File: src/rtl/dcfd_pkg.sv
`default_nettype none
package dcfd_pkg;

    // Bus and word widths
    localparam int unsigned ADDR_W = 24;
    localparam int unsigned DATA_W = 32;
    localparam int unsigned CFG_W = 24;
    localparam int unsigned NUM_WORDS = 6;

    // Register byte addresses
    localparam logic [23:0] OFS_DEVOPT = 24'h002BAC;
    localparam logic [23:0] OFS_ALTREG = 24'h002BB0;
    localparam logic [23:0] OFS_BTSEQ = 24'h002BFC;
    localparam logic [23:0] OFS_BOOT = 24'h801000;
    localparam logic [23:0] OFS_OSC = 24'h002BB4;
    localparam logic [23:0] OFS_WDT = 24'h002BB8;
    localparam logic [23:0] OFS_CTRL = 24'h002BC0;
    localparam logic [23:0] OFS_STAT = 24'h002BC4;

    // Load order of the nonvolatile words
    localparam logic [2:0] W_DEVOPT = 3'h0;
    localparam logic [2:0] W_ALTREG = 3'h1;
    localparam logic [2:0] W_BTSEQ = 3'h2;
    localparam logic [2:0] W_BOOT = 3'h3;
    localparam logic [2:0] W_OSC = 3'h4;
    localparam logic [2:0] W_WDT = 3'h5;

    // Oscillator word fields
    localparam int unsigned OSC_SRC_POS = 0;
    localparam int unsigned POSC_POS = 3;
    localparam int unsigned OSCIO_POS = 5;
    localparam int unsigned REMAP_POS = 6;
    localparam int unsigned CSM_POS = 7;

    // Watchdog word fields
    localparam int unsigned WPOST_POS = 0;
    localparam int unsigned WPRE_POS = 4;
    localparam int unsigned PLLK_POS = 5;
    localparam int unsigned WATCHDOG_WINDOW_DISABLE_POS = 6;
    localparam int unsigned WATCHDOG_ENABLE_MODE_POS = 7;

    // Control and status bits
    localparam int unsigned CTRL_SWDT_POS = 0;
    localparam int unsigned CTRL_LOCK_POS = 1;
    localparam int unsigned STAT_LOADED_POS = 0;
    localparam int unsigned STAT_SWAP_POS = 1;
    localparam int unsigned STAT_LOCKED_POS = 2;
    localparam int unsigned STAT_REMAP_POS = 3;
    localparam int unsigned STAT_PART_POS = 4;

    // Field codes
    localparam logic [2:0] SRC_FRC_DIVN = 3'h7;
    localparam logic [2:0] SRC_FRC_DIV16 = 3'h6;
    localparam logic [2:0] SRC_LOW_POWER_RC_OSC = 3'h5;
    localparam logic [2:0] SRC_PRI_PLL = 3'h3;
    localparam logic [2:0] SRC_FRC_PLL = 3'h2;
    localparam logic [2:0] SRC_FRC = 3'h0;
    localparam logic [1:0] POSC_OFF = 2'h3;
    localparam logic [1:0] POSC_HS = 2'h2;
    localparam logic [1:0] POSC_XT = 2'h1;
    localparam logic [1:0] WATCHDOG_ENABLE_MODE_SW = 2'h2;
    localparam logic [1:0] WATCHDOG_ENABLE_MODE_ACTIVE = 2'h1;
    localparam logic [1:0] WATCHDOG_ENABLE_MODE_OFF = 2'h0;
    localparam logic [7:0] WPRE_DIV_HI = 8'h80;
    localparam logic [7:0] WPRE_DIV_LO = 8'h20;
    localparam logic [15:0] WPOST_ONE = 16'h0001;

    typedef enum logic [1:0] {
        LD_REQ = 2'b00,
        LD_ISSUE = 2'b01,
        LD_CAPT = 2'b11,
        LD_DONE = 2'b10
    } dcfd_ld_t;

    typedef enum logic [2:0] {
        CLK_FRC = 3'h0,
        CLK_FRC_PLL = 3'h1,
        CLK_PRI_PLL = 3'h2,
        CLK_LOW_POWER_RC_OSC = 3'h3,
        CLK_FRC_DIV16 = 3'h4,
        CLK_FRC_DIVN = 3'h5,
        CLK_RESERVED = 3'h6
    } dcfd_clk_t;

    typedef struct packed {
        dcfd_clk_t start_clk;
        logic clk_switch_en;
        logic fail_safe_en;
        logic pin_remap_single_shot;
        logic osc_pin_clk_out;
        logic osc_pin_gpio;
        logic prim_osc_off;
        logic high_speed_crystal_mode;
        logic low_speed_crystal_mode;
        logic wdt_sw_ctrl;
        logic wdt_active_only;
        logic wdt_disabled;
        logic wdt_window_mode;
        logic pll_lock_wait_enable;
        logic [7:0] wdt_prescale_div;
        logic [15:0] wdt_postscale_div;
    } dcfd_cfg_t;

    typedef struct packed {
        dcfd_ld_t ld;
        logic [2:0] idx;
        logic nvm_rd;
        logic [23:0] nvm_addr;
        logic part;
        logic [NUM_WORDS-1:0][23:0] words;
        logic sw_watchdog_enable;
        logic clock_config_lock;
        logic swap_seen;
        logic remap_done;
        logic wdt_run;
        logic [31:0] rdata;
        dcfd_cfg_t cfg;
    } dcfd_state_t;

endpackage : dcfd_pkg

`default_nettype wire

File: src/rtl/dcfd_top.sv
// The implementer's own choice: strobed register access.
`timescale 1ns/100ps
`default_nettype none

// Contract
// - Source field picks start-up clock
// - Switch mode field gates switching, monitor
// - Single-shot bit allows one remap only
// - Pin function bit: clock out or GPIO outside crystal modes
// - Primary mode: off, high, low speed
// - Watchdog enable: software, active-only, off
// - Window disable bit selects window mode
// - Lock wait bit enables PLL lock
// - Prescaler divides by 128 or 32
// - Postscaler divides by two to field
// - Reset loads active partition words, boot word from one fixed address
// - Soft swap keeps current configuration
// - Lock bit freezes clock when mode allows
module dcfd_top #(
    parameter logic [23:0] PART_B_OFS = 24'h400000
) (
    // Clock and reset
    input wire logic clock_i,
    input wire logic srst_i,
    // Nonvolatile memory read port
    output logic nvm_rd_o,
    output logic [23:0] nvm_addr_o,
    input wire logic [23:0] nvm_data_i,
    // Partition control
    input wire logic active_partition_i,
    input wire logic soft_swap_i,
    // Runtime inputs
    input wire logic sleep_i,
    input wire logic remap_write_i,
    // Register port
    input wire logic [23:0] reg_addr_i,
    input wire logic [31:0] reg_wdata_i,
    input wire logic reg_wr_i,
    input wire logic reg_rd_i,
    output logic [31:0] reg_rdata_o,
    // Decoded settings
    output dcfd_pkg::dcfd_cfg_t cfg_o,
    output logic cfg_valid_o,
    output logic wdt_run_o,
    output logic remap_permit_o,
    output logic clk_cfg_locked_o
);

    dcfd_pkg::dcfd_state_t st_ff;
    dcfd_pkg::dcfd_state_t nxt_st;

    // Address of each word in the active partition; the boot word has one fixed address
    function automatic logic [23:0] word_addr(input logic [2:0] idx, input logic part);
        logic [23:0] base;
        logic [23:0] ofs;
        base = part ? PART_B_OFS : 24'h000000;
        case (idx)
            dcfd_pkg::W_DEVOPT: ofs = dcfd_pkg::OFS_DEVOPT + base;
            dcfd_pkg::W_ALTREG: ofs = dcfd_pkg::OFS_ALTREG + base;
            dcfd_pkg::W_BTSEQ: ofs = dcfd_pkg::OFS_BTSEQ + base;
            dcfd_pkg::W_BOOT: ofs = dcfd_pkg::OFS_BOOT;
            dcfd_pkg::W_OSC: ofs = dcfd_pkg::OFS_OSC + base;
            default: ofs = dcfd_pkg::OFS_WDT + base;
        endcase
        return ofs;
    endfunction : word_addr

    // Decode of the oscillator and watchdog words
    function automatic dcfd_pkg::dcfd_cfg_t decode(input logic [23:0] osc, input logic [23:0] wdt);
        dcfd_pkg::dcfd_cfg_t c;
        logic [2:0] src;
        logic [1:0] csm;
        logic [1:0] posc;
        logic [1:0] wen;
        c = '0;
        src = osc[dcfd_pkg::OSC_SRC_POS +: 3];
        csm = osc[dcfd_pkg::CSM_POS +: 2];
        posc = osc[dcfd_pkg::POSC_POS +: 2];
        wen = wdt[dcfd_pkg::WATCHDOG_ENABLE_MODE_POS +: 2];
        case (src)
            dcfd_pkg::SRC_FRC_DIVN: c.start_clk = dcfd_pkg::CLK_FRC_DIVN;
            dcfd_pkg::SRC_FRC_DIV16: c.start_clk = dcfd_pkg::CLK_FRC_DIV16;
            dcfd_pkg::SRC_LOW_POWER_RC_OSC: c.start_clk = dcfd_pkg::CLK_LOW_POWER_RC_OSC;
            dcfd_pkg::SRC_PRI_PLL: c.start_clk = dcfd_pkg::CLK_PRI_PLL;
            dcfd_pkg::SRC_FRC_PLL: c.start_clk = dcfd_pkg::CLK_FRC_PLL;
            dcfd_pkg::SRC_FRC: c.start_clk = dcfd_pkg::CLK_FRC;
            default: c.start_clk = dcfd_pkg::CLK_RESERVED;
        endcase
        c.clk_switch_en = ~csm[1];
        c.fail_safe_en = (csm == 2'h0);
        c.pin_remap_single_shot = osc[dcfd_pkg::REMAP_POS];
        c.prim_osc_off = (posc == dcfd_pkg::POSC_OFF);
        c.high_speed_crystal_mode = (posc == dcfd_pkg::POSC_HS);
        c.low_speed_crystal_mode = (posc == dcfd_pkg::POSC_XT);
        if (c.high_speed_crystal_mode || c.low_speed_crystal_mode)
        begin
            c.osc_pin_clk_out = 1'b0;
            c.osc_pin_gpio = 1'b0;
        end
        else
        begin
            c.osc_pin_clk_out = osc[dcfd_pkg::OSCIO_POS];
            c.osc_pin_gpio = ~osc[dcfd_pkg::OSCIO_POS];
        end
        c.wdt_sw_ctrl = (wen == dcfd_pkg::WATCHDOG_ENABLE_MODE_SW);
        c.wdt_active_only = (wen == dcfd_pkg::WATCHDOG_ENABLE_MODE_ACTIVE);
        c.wdt_disabled = (wen == dcfd_pkg::WATCHDOG_ENABLE_MODE_OFF);
        c.wdt_window_mode = ~wdt[dcfd_pkg::WATCHDOG_WINDOW_DISABLE_POS];
        c.pll_lock_wait_enable = wdt[dcfd_pkg::PLLK_POS];
        c.wdt_prescale_div = wdt[dcfd_pkg::WPRE_POS] ? dcfd_pkg::WPRE_DIV_HI : dcfd_pkg::WPRE_DIV_LO;
        c.wdt_postscale_div = dcfd_pkg::WPOST_ONE << wdt[dcfd_pkg::WPOST_POS +: 4];
        return c;
    endfunction : decode

    logic loaded;
    logic single_shot;
    logic csm_lockable;
    logic clk_locked;
    logic remap_permit;
    logic [1:0] wen_now;
    logic [31:0] status_word;

    assign loaded = (st_ff.ld == dcfd_pkg::LD_DONE);
    assign single_shot = st_ff.words[dcfd_pkg::W_OSC][dcfd_pkg::REMAP_POS];
    assign csm_lockable = st_ff.words[dcfd_pkg::W_OSC][dcfd_pkg::CSM_POS];
    assign clk_locked = st_ff.clock_config_lock & csm_lockable;
    assign remap_permit = loaded & ~(single_shot & st_ff.remap_done);
    assign wen_now = st_ff.words[dcfd_pkg::W_WDT][dcfd_pkg::WATCHDOG_ENABLE_MODE_POS +: 2];

    always_comb
    begin
        status_word = '0;
        status_word[dcfd_pkg::STAT_LOADED_POS] = loaded;
        status_word[dcfd_pkg::STAT_SWAP_POS] = st_ff.swap_seen;
        status_word[dcfd_pkg::STAT_LOCKED_POS] = clk_locked;
        status_word[dcfd_pkg::STAT_REMAP_POS] = st_ff.remap_done;
        status_word[dcfd_pkg::STAT_PART_POS] = st_ff.part;
    end

    always_comb
    begin
        nxt_st = st_ff;
        nxt_st.nvm_rd = 1'b0;
        nxt_st.rdata = '0;

        // Load sequence after reset
        case (st_ff.ld)
            dcfd_pkg::LD_REQ:
            begin
                if (st_ff.idx == dcfd_pkg::W_DEVOPT)
                begin
                    nxt_st.part = active_partition_i;
                    nxt_st.nvm_addr = word_addr(st_ff.idx, active_partition_i);
                end
                else
                begin
                    nxt_st.nvm_addr = word_addr(st_ff.idx, st_ff.part);
                end
                nxt_st.nvm_rd = 1'b1;
                nxt_st.ld = dcfd_pkg::LD_ISSUE;
            end
            dcfd_pkg::LD_ISSUE:
            begin
                nxt_st.ld = dcfd_pkg::LD_CAPT;
            end
            dcfd_pkg::LD_CAPT:
            begin
                nxt_st.words[st_ff.idx] = nvm_data_i;
                if (st_ff.idx == dcfd_pkg::W_WDT)
                begin
                    nxt_st.ld = dcfd_pkg::LD_DONE;
                end
                else
                begin
                    nxt_st.idx = st_ff.idx + 3'h1;
                    nxt_st.ld = dcfd_pkg::LD_REQ;
                end
            end
            dcfd_pkg::LD_DONE:
            begin
                nxt_st.ld = dcfd_pkg::LD_DONE;
            end
            default:
            begin
                nxt_st.ld = dcfd_pkg::LD_REQ;
            end
        endcase

        // Soft swap is noted but never reloads
        if (soft_swap_i && loaded)
        begin
            nxt_st.swap_seen = 1'b1;
        end

        // Remap usage tracking
        if (remap_write_i && remap_permit)
        begin
            nxt_st.remap_done = 1'b1;
        end

        // Register writes; configuration words ignore them
        if (reg_wr_i && reg_addr_i == dcfd_pkg::OFS_CTRL)
        begin
            nxt_st.sw_watchdog_enable = reg_wdata_i[dcfd_pkg::CTRL_SWDT_POS];
            if (!clk_locked)
            begin
                nxt_st.clock_config_lock = reg_wdata_i[dcfd_pkg::CTRL_LOCK_POS];
            end
        end

        // Register reads
        if (reg_rd_i)
        begin
            case (reg_addr_i)
                dcfd_pkg::OFS_DEVOPT: nxt_st.rdata = {8'h00, st_ff.words[dcfd_pkg::W_DEVOPT]};
                dcfd_pkg::OFS_ALTREG: nxt_st.rdata = {8'h00, st_ff.words[dcfd_pkg::W_ALTREG]};
                dcfd_pkg::OFS_BTSEQ: nxt_st.rdata = {8'h00, st_ff.words[dcfd_pkg::W_BTSEQ]};
                dcfd_pkg::OFS_BOOT: nxt_st.rdata = {8'h00, st_ff.words[dcfd_pkg::W_BOOT]};
                dcfd_pkg::OFS_OSC: nxt_st.rdata = {8'h00, st_ff.words[dcfd_pkg::W_OSC]};
                dcfd_pkg::OFS_WDT: nxt_st.rdata = {8'h00, st_ff.words[dcfd_pkg::W_WDT]};
                dcfd_pkg::OFS_CTRL:
                begin
                    nxt_st.rdata[dcfd_pkg::CTRL_SWDT_POS] = st_ff.sw_watchdog_enable;
                    nxt_st.rdata[dcfd_pkg::CTRL_LOCK_POS] = st_ff.clock_config_lock;
                end
                dcfd_pkg::OFS_STAT: nxt_st.rdata = status_word;
                default: nxt_st.rdata = '0;
            endcase
        end

        // Decoded settings and watchdog run level
        if (loaded)
        begin
            nxt_st.cfg = decode(st_ff.words[dcfd_pkg::W_OSC], st_ff.words[dcfd_pkg::W_WDT]);
            case (wen_now)
                dcfd_pkg::WATCHDOG_ENABLE_MODE_SW: nxt_st.wdt_run = st_ff.sw_watchdog_enable;
                dcfd_pkg::WATCHDOG_ENABLE_MODE_ACTIVE: nxt_st.wdt_run = ~sleep_i;
                dcfd_pkg::WATCHDOG_ENABLE_MODE_OFF: nxt_st.wdt_run = 1'b0;
                default: nxt_st.wdt_run = 1'b1;
            endcase
        end
        else
        begin
            nxt_st.cfg = '0;
            nxt_st.wdt_run = 1'b0;
        end
    end

    always_ff @(posedge clock_i)
    begin
        if (srst_i)
        begin
            st_ff <= '0;
        end
        else
        begin
            st_ff <= nxt_st;
        end
    end

    assign nvm_rd_o = st_ff.nvm_rd;
    assign nvm_addr_o = st_ff.nvm_addr;
    assign reg_rdata_o = st_ff.rdata;
    assign cfg_o = st_ff.cfg;
    assign cfg_valid_o = loaded;
    assign wdt_run_o = st_ff.wdt_run;
    assign remap_permit_o = remap_permit;
    assign clk_cfg_locked_o = clk_locked;

endmodule : dcfd_top

`default_nettype wire

File: config.mk
export PLATFORM = sky130hd
export DESIGN_NAME = dcfd_top
export DESIGN_NICKNAME = d
export VERILOG_FILES = /design/src/rtl/dcfd_pkg.sv /design/src/rtl/dcfd_top.sv
export SDC_FILE = /design/constraint.sdc
export NUM_CORES = 1
export LEC_CHECK = 0
export BUFFER_PORTS_ARGS = -buffer_cell sky130_fd_sc_hd__buf_2
export CAP_MARGIN = 20
export CORE_MARGIN = 8
export CORE_UTILIZATION = 30
export CTS_CLUSTER_SIZE = 8
export DETAILED_ROUTE_END_ITERATION = 10
export SLEW_MARGIN = 15
export SYNTH_ARGS = -nofsm -noshare
export SYNTH_HDL_FRONTEND = slang
export SYNTH_SLANG_ARGS = --single-unit
File: constraint.sdc
create_clock -name clock_i -period 2.79 [get_ports clock_i]
set_input_delay 0.279 -clock clock_i [delete_from_list [all_inputs] [get_ports clock_i]]
set_output_delay 0.279 -clock clock_i [all_outputs]
set_load 0.01 [all_outputs]
==> impl_results.md <==
- Dpl hpwl: between 15 and 20 mm
- Final hold viol count: 0
- Power Density: around 630 nW/um^2
- Core area: 30700 um^2
- Final ANT Viol Nets: 0
- Die X: around 190 um
- Worst flop-to-flop path startpoint: st_ff[249]
- Routed vias/inst: around 4.9
- CTS root buf: clkbuf_16
- Initial DRC Count: approximately 550
- Critical path class: register to register
- Setup_tns: 0 ps
- Met3 WL: 2.20 mm
- Setup-failing EPs final: 0
- Layout Skew: between 10 and 15 ps
- Hold Path Class: input pin to register
- Met2 WL: approximately 13 mm
- Top-count cell post-synth: nand2_1
- Peak VDD IR: between 0.3 and 0.4 mV
- Global-route wire length before repair: between 40 and 50 mm
- Multi-input logic area: 4060 um^2
- Worst hold path depth: 3
- Area growth syn-to-layout: 15.9%
- Ys async rst share: 0
- Worst EP arrival: 2470 ps
- Post-synth EDFFs: 0
- GRT overflow: 0
- Ratio of cells with drive above 1 in the final layout: 0.176
- DRT Pass-1 Iters: 5
- Site row count: 64
- RSZ-0062 raised after global routing: no
- Yosys warning count: 0
- Vias in the first global route: ~7900
- #FFs+latches synth: ~220
- WL met1: roughly 12 mm
- Post-layout nets: 1283
- CTS tree: done
- Yosys top cell area share: 0.471
- FMAX: 483 MHz
- Ranking of synthesized cells by area: dfxtp_1 47%, nand2_1 11%, a21oi_1 8.2%, buf_4 7.7%, a22oi_1 5.3%
- Avg WL per Cell: between 15 and 20 um
- Startpoint Class: register
- All-Layer GR Usage: 0.148
- CTS clock-pin slew for the worst setup and hold paths: 50 ps
- Slew @ Worst Pin: 781 ps
- Relative slew slack: 0.472
- Cells after synthesis: 1119
- IO Port Bufs: around 130
- Synth area leader: dfxtp_1
- Distinct cells, synth: 51
- Leak: between 3 and 4 nW
- Fill count: 3173
- Worst-path fanout max: 21
- CP required: roughly 3200 ps
- Chip height: roughly 190 um
- Largest net degree at the start of global routing: roughly 150
- Number of remaining DRC errors: 0
- Vias: ~7800
- Beginning of the critical path: st_ff[249]
- Dominant synthesized flop cell: dfxtp_1
- Register area: roughly 4400 um^2
- Clock Path Buffers: 3
- Tmin final: slightly above 2000 ps
- HP Start: nvm_data_i[23]
- Critical Path End Type: register
- Max cap viols: 0
- DR top layer: met5
- Slew Viols, Final: 0
- Hold Path End: st_ff[148]
- Synthesized area: roughly 9400 um^2
- Clock buffer count from CTS: 31
- WL final: between 20 and 30 mm
- RePlAce Congestion: 0.772
- IO Pins: roughly 190
- Top cells by count, synth: 263 x nand2_1, 221 x dfxtp_1, 154 x a21oi_1
- # H-tree levels: 1
- Area of the die: between 30000 and 40000 um^2
- Reg2Reg Capture Point: st_ff[177]
- Synthesized area per cell: around 8.4 um^2
- Status: completed
- Initial Utilization: 0.306
- Sequential-to-total area share from yosys stat: 0.471
- Clk_lat worst skew: 560 ps
- Initial antenna violation count: 3
- Clock sink total: between 200 and 250
- Crit share post-route: 0.742
- FF-to-FF path depth: 5
- Reg-to-reg slack, setup: between 700 and 800 ps
- # Post-CTS Setup Buffers: 0
- Min Hold Slack: approximately 29 ps
## critical path, cell delays in order, from the launching register on
cell,delay (ps)
dfxtp_1,530
inv_1,240
nor4_4,570
buf_12,290
mux2i_1,200
nor2_1,60
## cell families after synthesis
| family | Yosys count | synth area share |
|---|---|---|
| AND/OR/NAND/NOR | 415 | 0.196 |
| AO/OA/AOI/OAI | 270 | 0.178 |
| flip-flops | 221 | 0.471 |
| buffers and inverters | 174 | 0.112 |
| multiplexers | 27 | 0.0288 |
| adder cells (fa/ha/maj) | 9 | 0.0120 |
| XOR/XNOR | 2 | 0.00187 |
| other | 1 | 0.000400 |
## per-stage QoR
step | area, um^2 | worst slack, ps | std cells | utilization | power, mW
floorplan | 9480 | 685 | 1143 | - | 3.52
global placement | 9910 | 429 | 1533 | 0.323 | 3.63
detailed placement | 9910 | 336 | 1533 | 0.323 | 3.64
CTS | 10900 | 715 | 1582 | 0.355 | 6.92
global route | 10900 | 596 | 1582 | 0.355 | 7.09
finish | 10900 | 721 | 1583 | 0.355 | 6.83
## layout by cell type, fill, tap and decap left out, types with 3 or more instances in the layout
cell | synthesis | final
a22o_1 | 6 | 6
clkbuf_16 | 0 | 31
a21oi_1 | 154 | 154
nor2_1 | 65 | 65
ha_1 | 9 | 9
inv_1 | 8 | 8
or4_4 | 3 | 3
nand2b_1 | 7 | 7
buf_2 | 5 | 132
nor3_1 | 14 | 11
dfxtp_1 | 221 | 221
nand2_1 | 263 | 263
o21ai_0 | 7 | 7
and2_1 | 9 | 9
nor3b_1 | 3 | 3
nor3_2 | 0 | 3
buf_4 | 96 | 25
and3_1 | 4 | 4
nand3_1 | 15 | 15
conb_1 | 1 | 25
nor2b_1 | 5 | 5
mux2i_1 | 27 | 27
nor4_1 | 6 | 5
or3_1 | 5 | 5
dlygate4sd3_1 | 0 | 16
o22a_1 | 19 | 19
a22oi_1 | 66 | 66
buf_12 | 0 | 3
## area by class of cell
class | count | share of cell area
diodes | 1 | 0.000230
clock buffers | 31 | 0.0713
clock inverters | 2 | 0.00230
inverters | 8 | 0.00276
multi-input cells | 748 | 0.373
flip-flops and latches | 221 | 0.407
well taps | 396 | 0.0455
repair buffers | 176 | 0.0982
## power by group
part,switching [mW],internal [mW]
Combinational,0.242,0.122
Sequential,0.0291,3.20
Clock,1.30,1.94
Total,1.57,5.26
## registers in the layout, indices dropped and copies added (netlist names)
name and cells:
nvm_rd_o 1, cfg_o 34, nvm_addr_o 7, reg_rdata_o 24, st_ff 152, wdt_run_o 1
csm_lockable 1, single_shot 1
## timing repair
action	4_1_cts	5_1_grt
endpoints found under the hold margin	31	0
gates resized for setup	0	0
hold buffers	16	0
setup endpoints to repair	0	0
## layer usage
metal | track usage | up-vias
met5 | 0 | -
met4 | 0.0538 | 6
met3 | 0.0316 | 63
met2 | 0.252 | 258
met1 | 0.181 | 3675
li1 | - | 3820
## worst max path at each step
stage	cells past startpoint	end
3_5_place_dp	7	reg_rdata_o[21]
4_1_cts	5	st_ff[192]
5_1_grt	5	single_shot
3_3_place_gp	7	reg_rdata_o[13]
2_1_floorplan	5	st_ff[76]
6_report	5	st_ff[177]
Power figures use the tool's default switching activity.
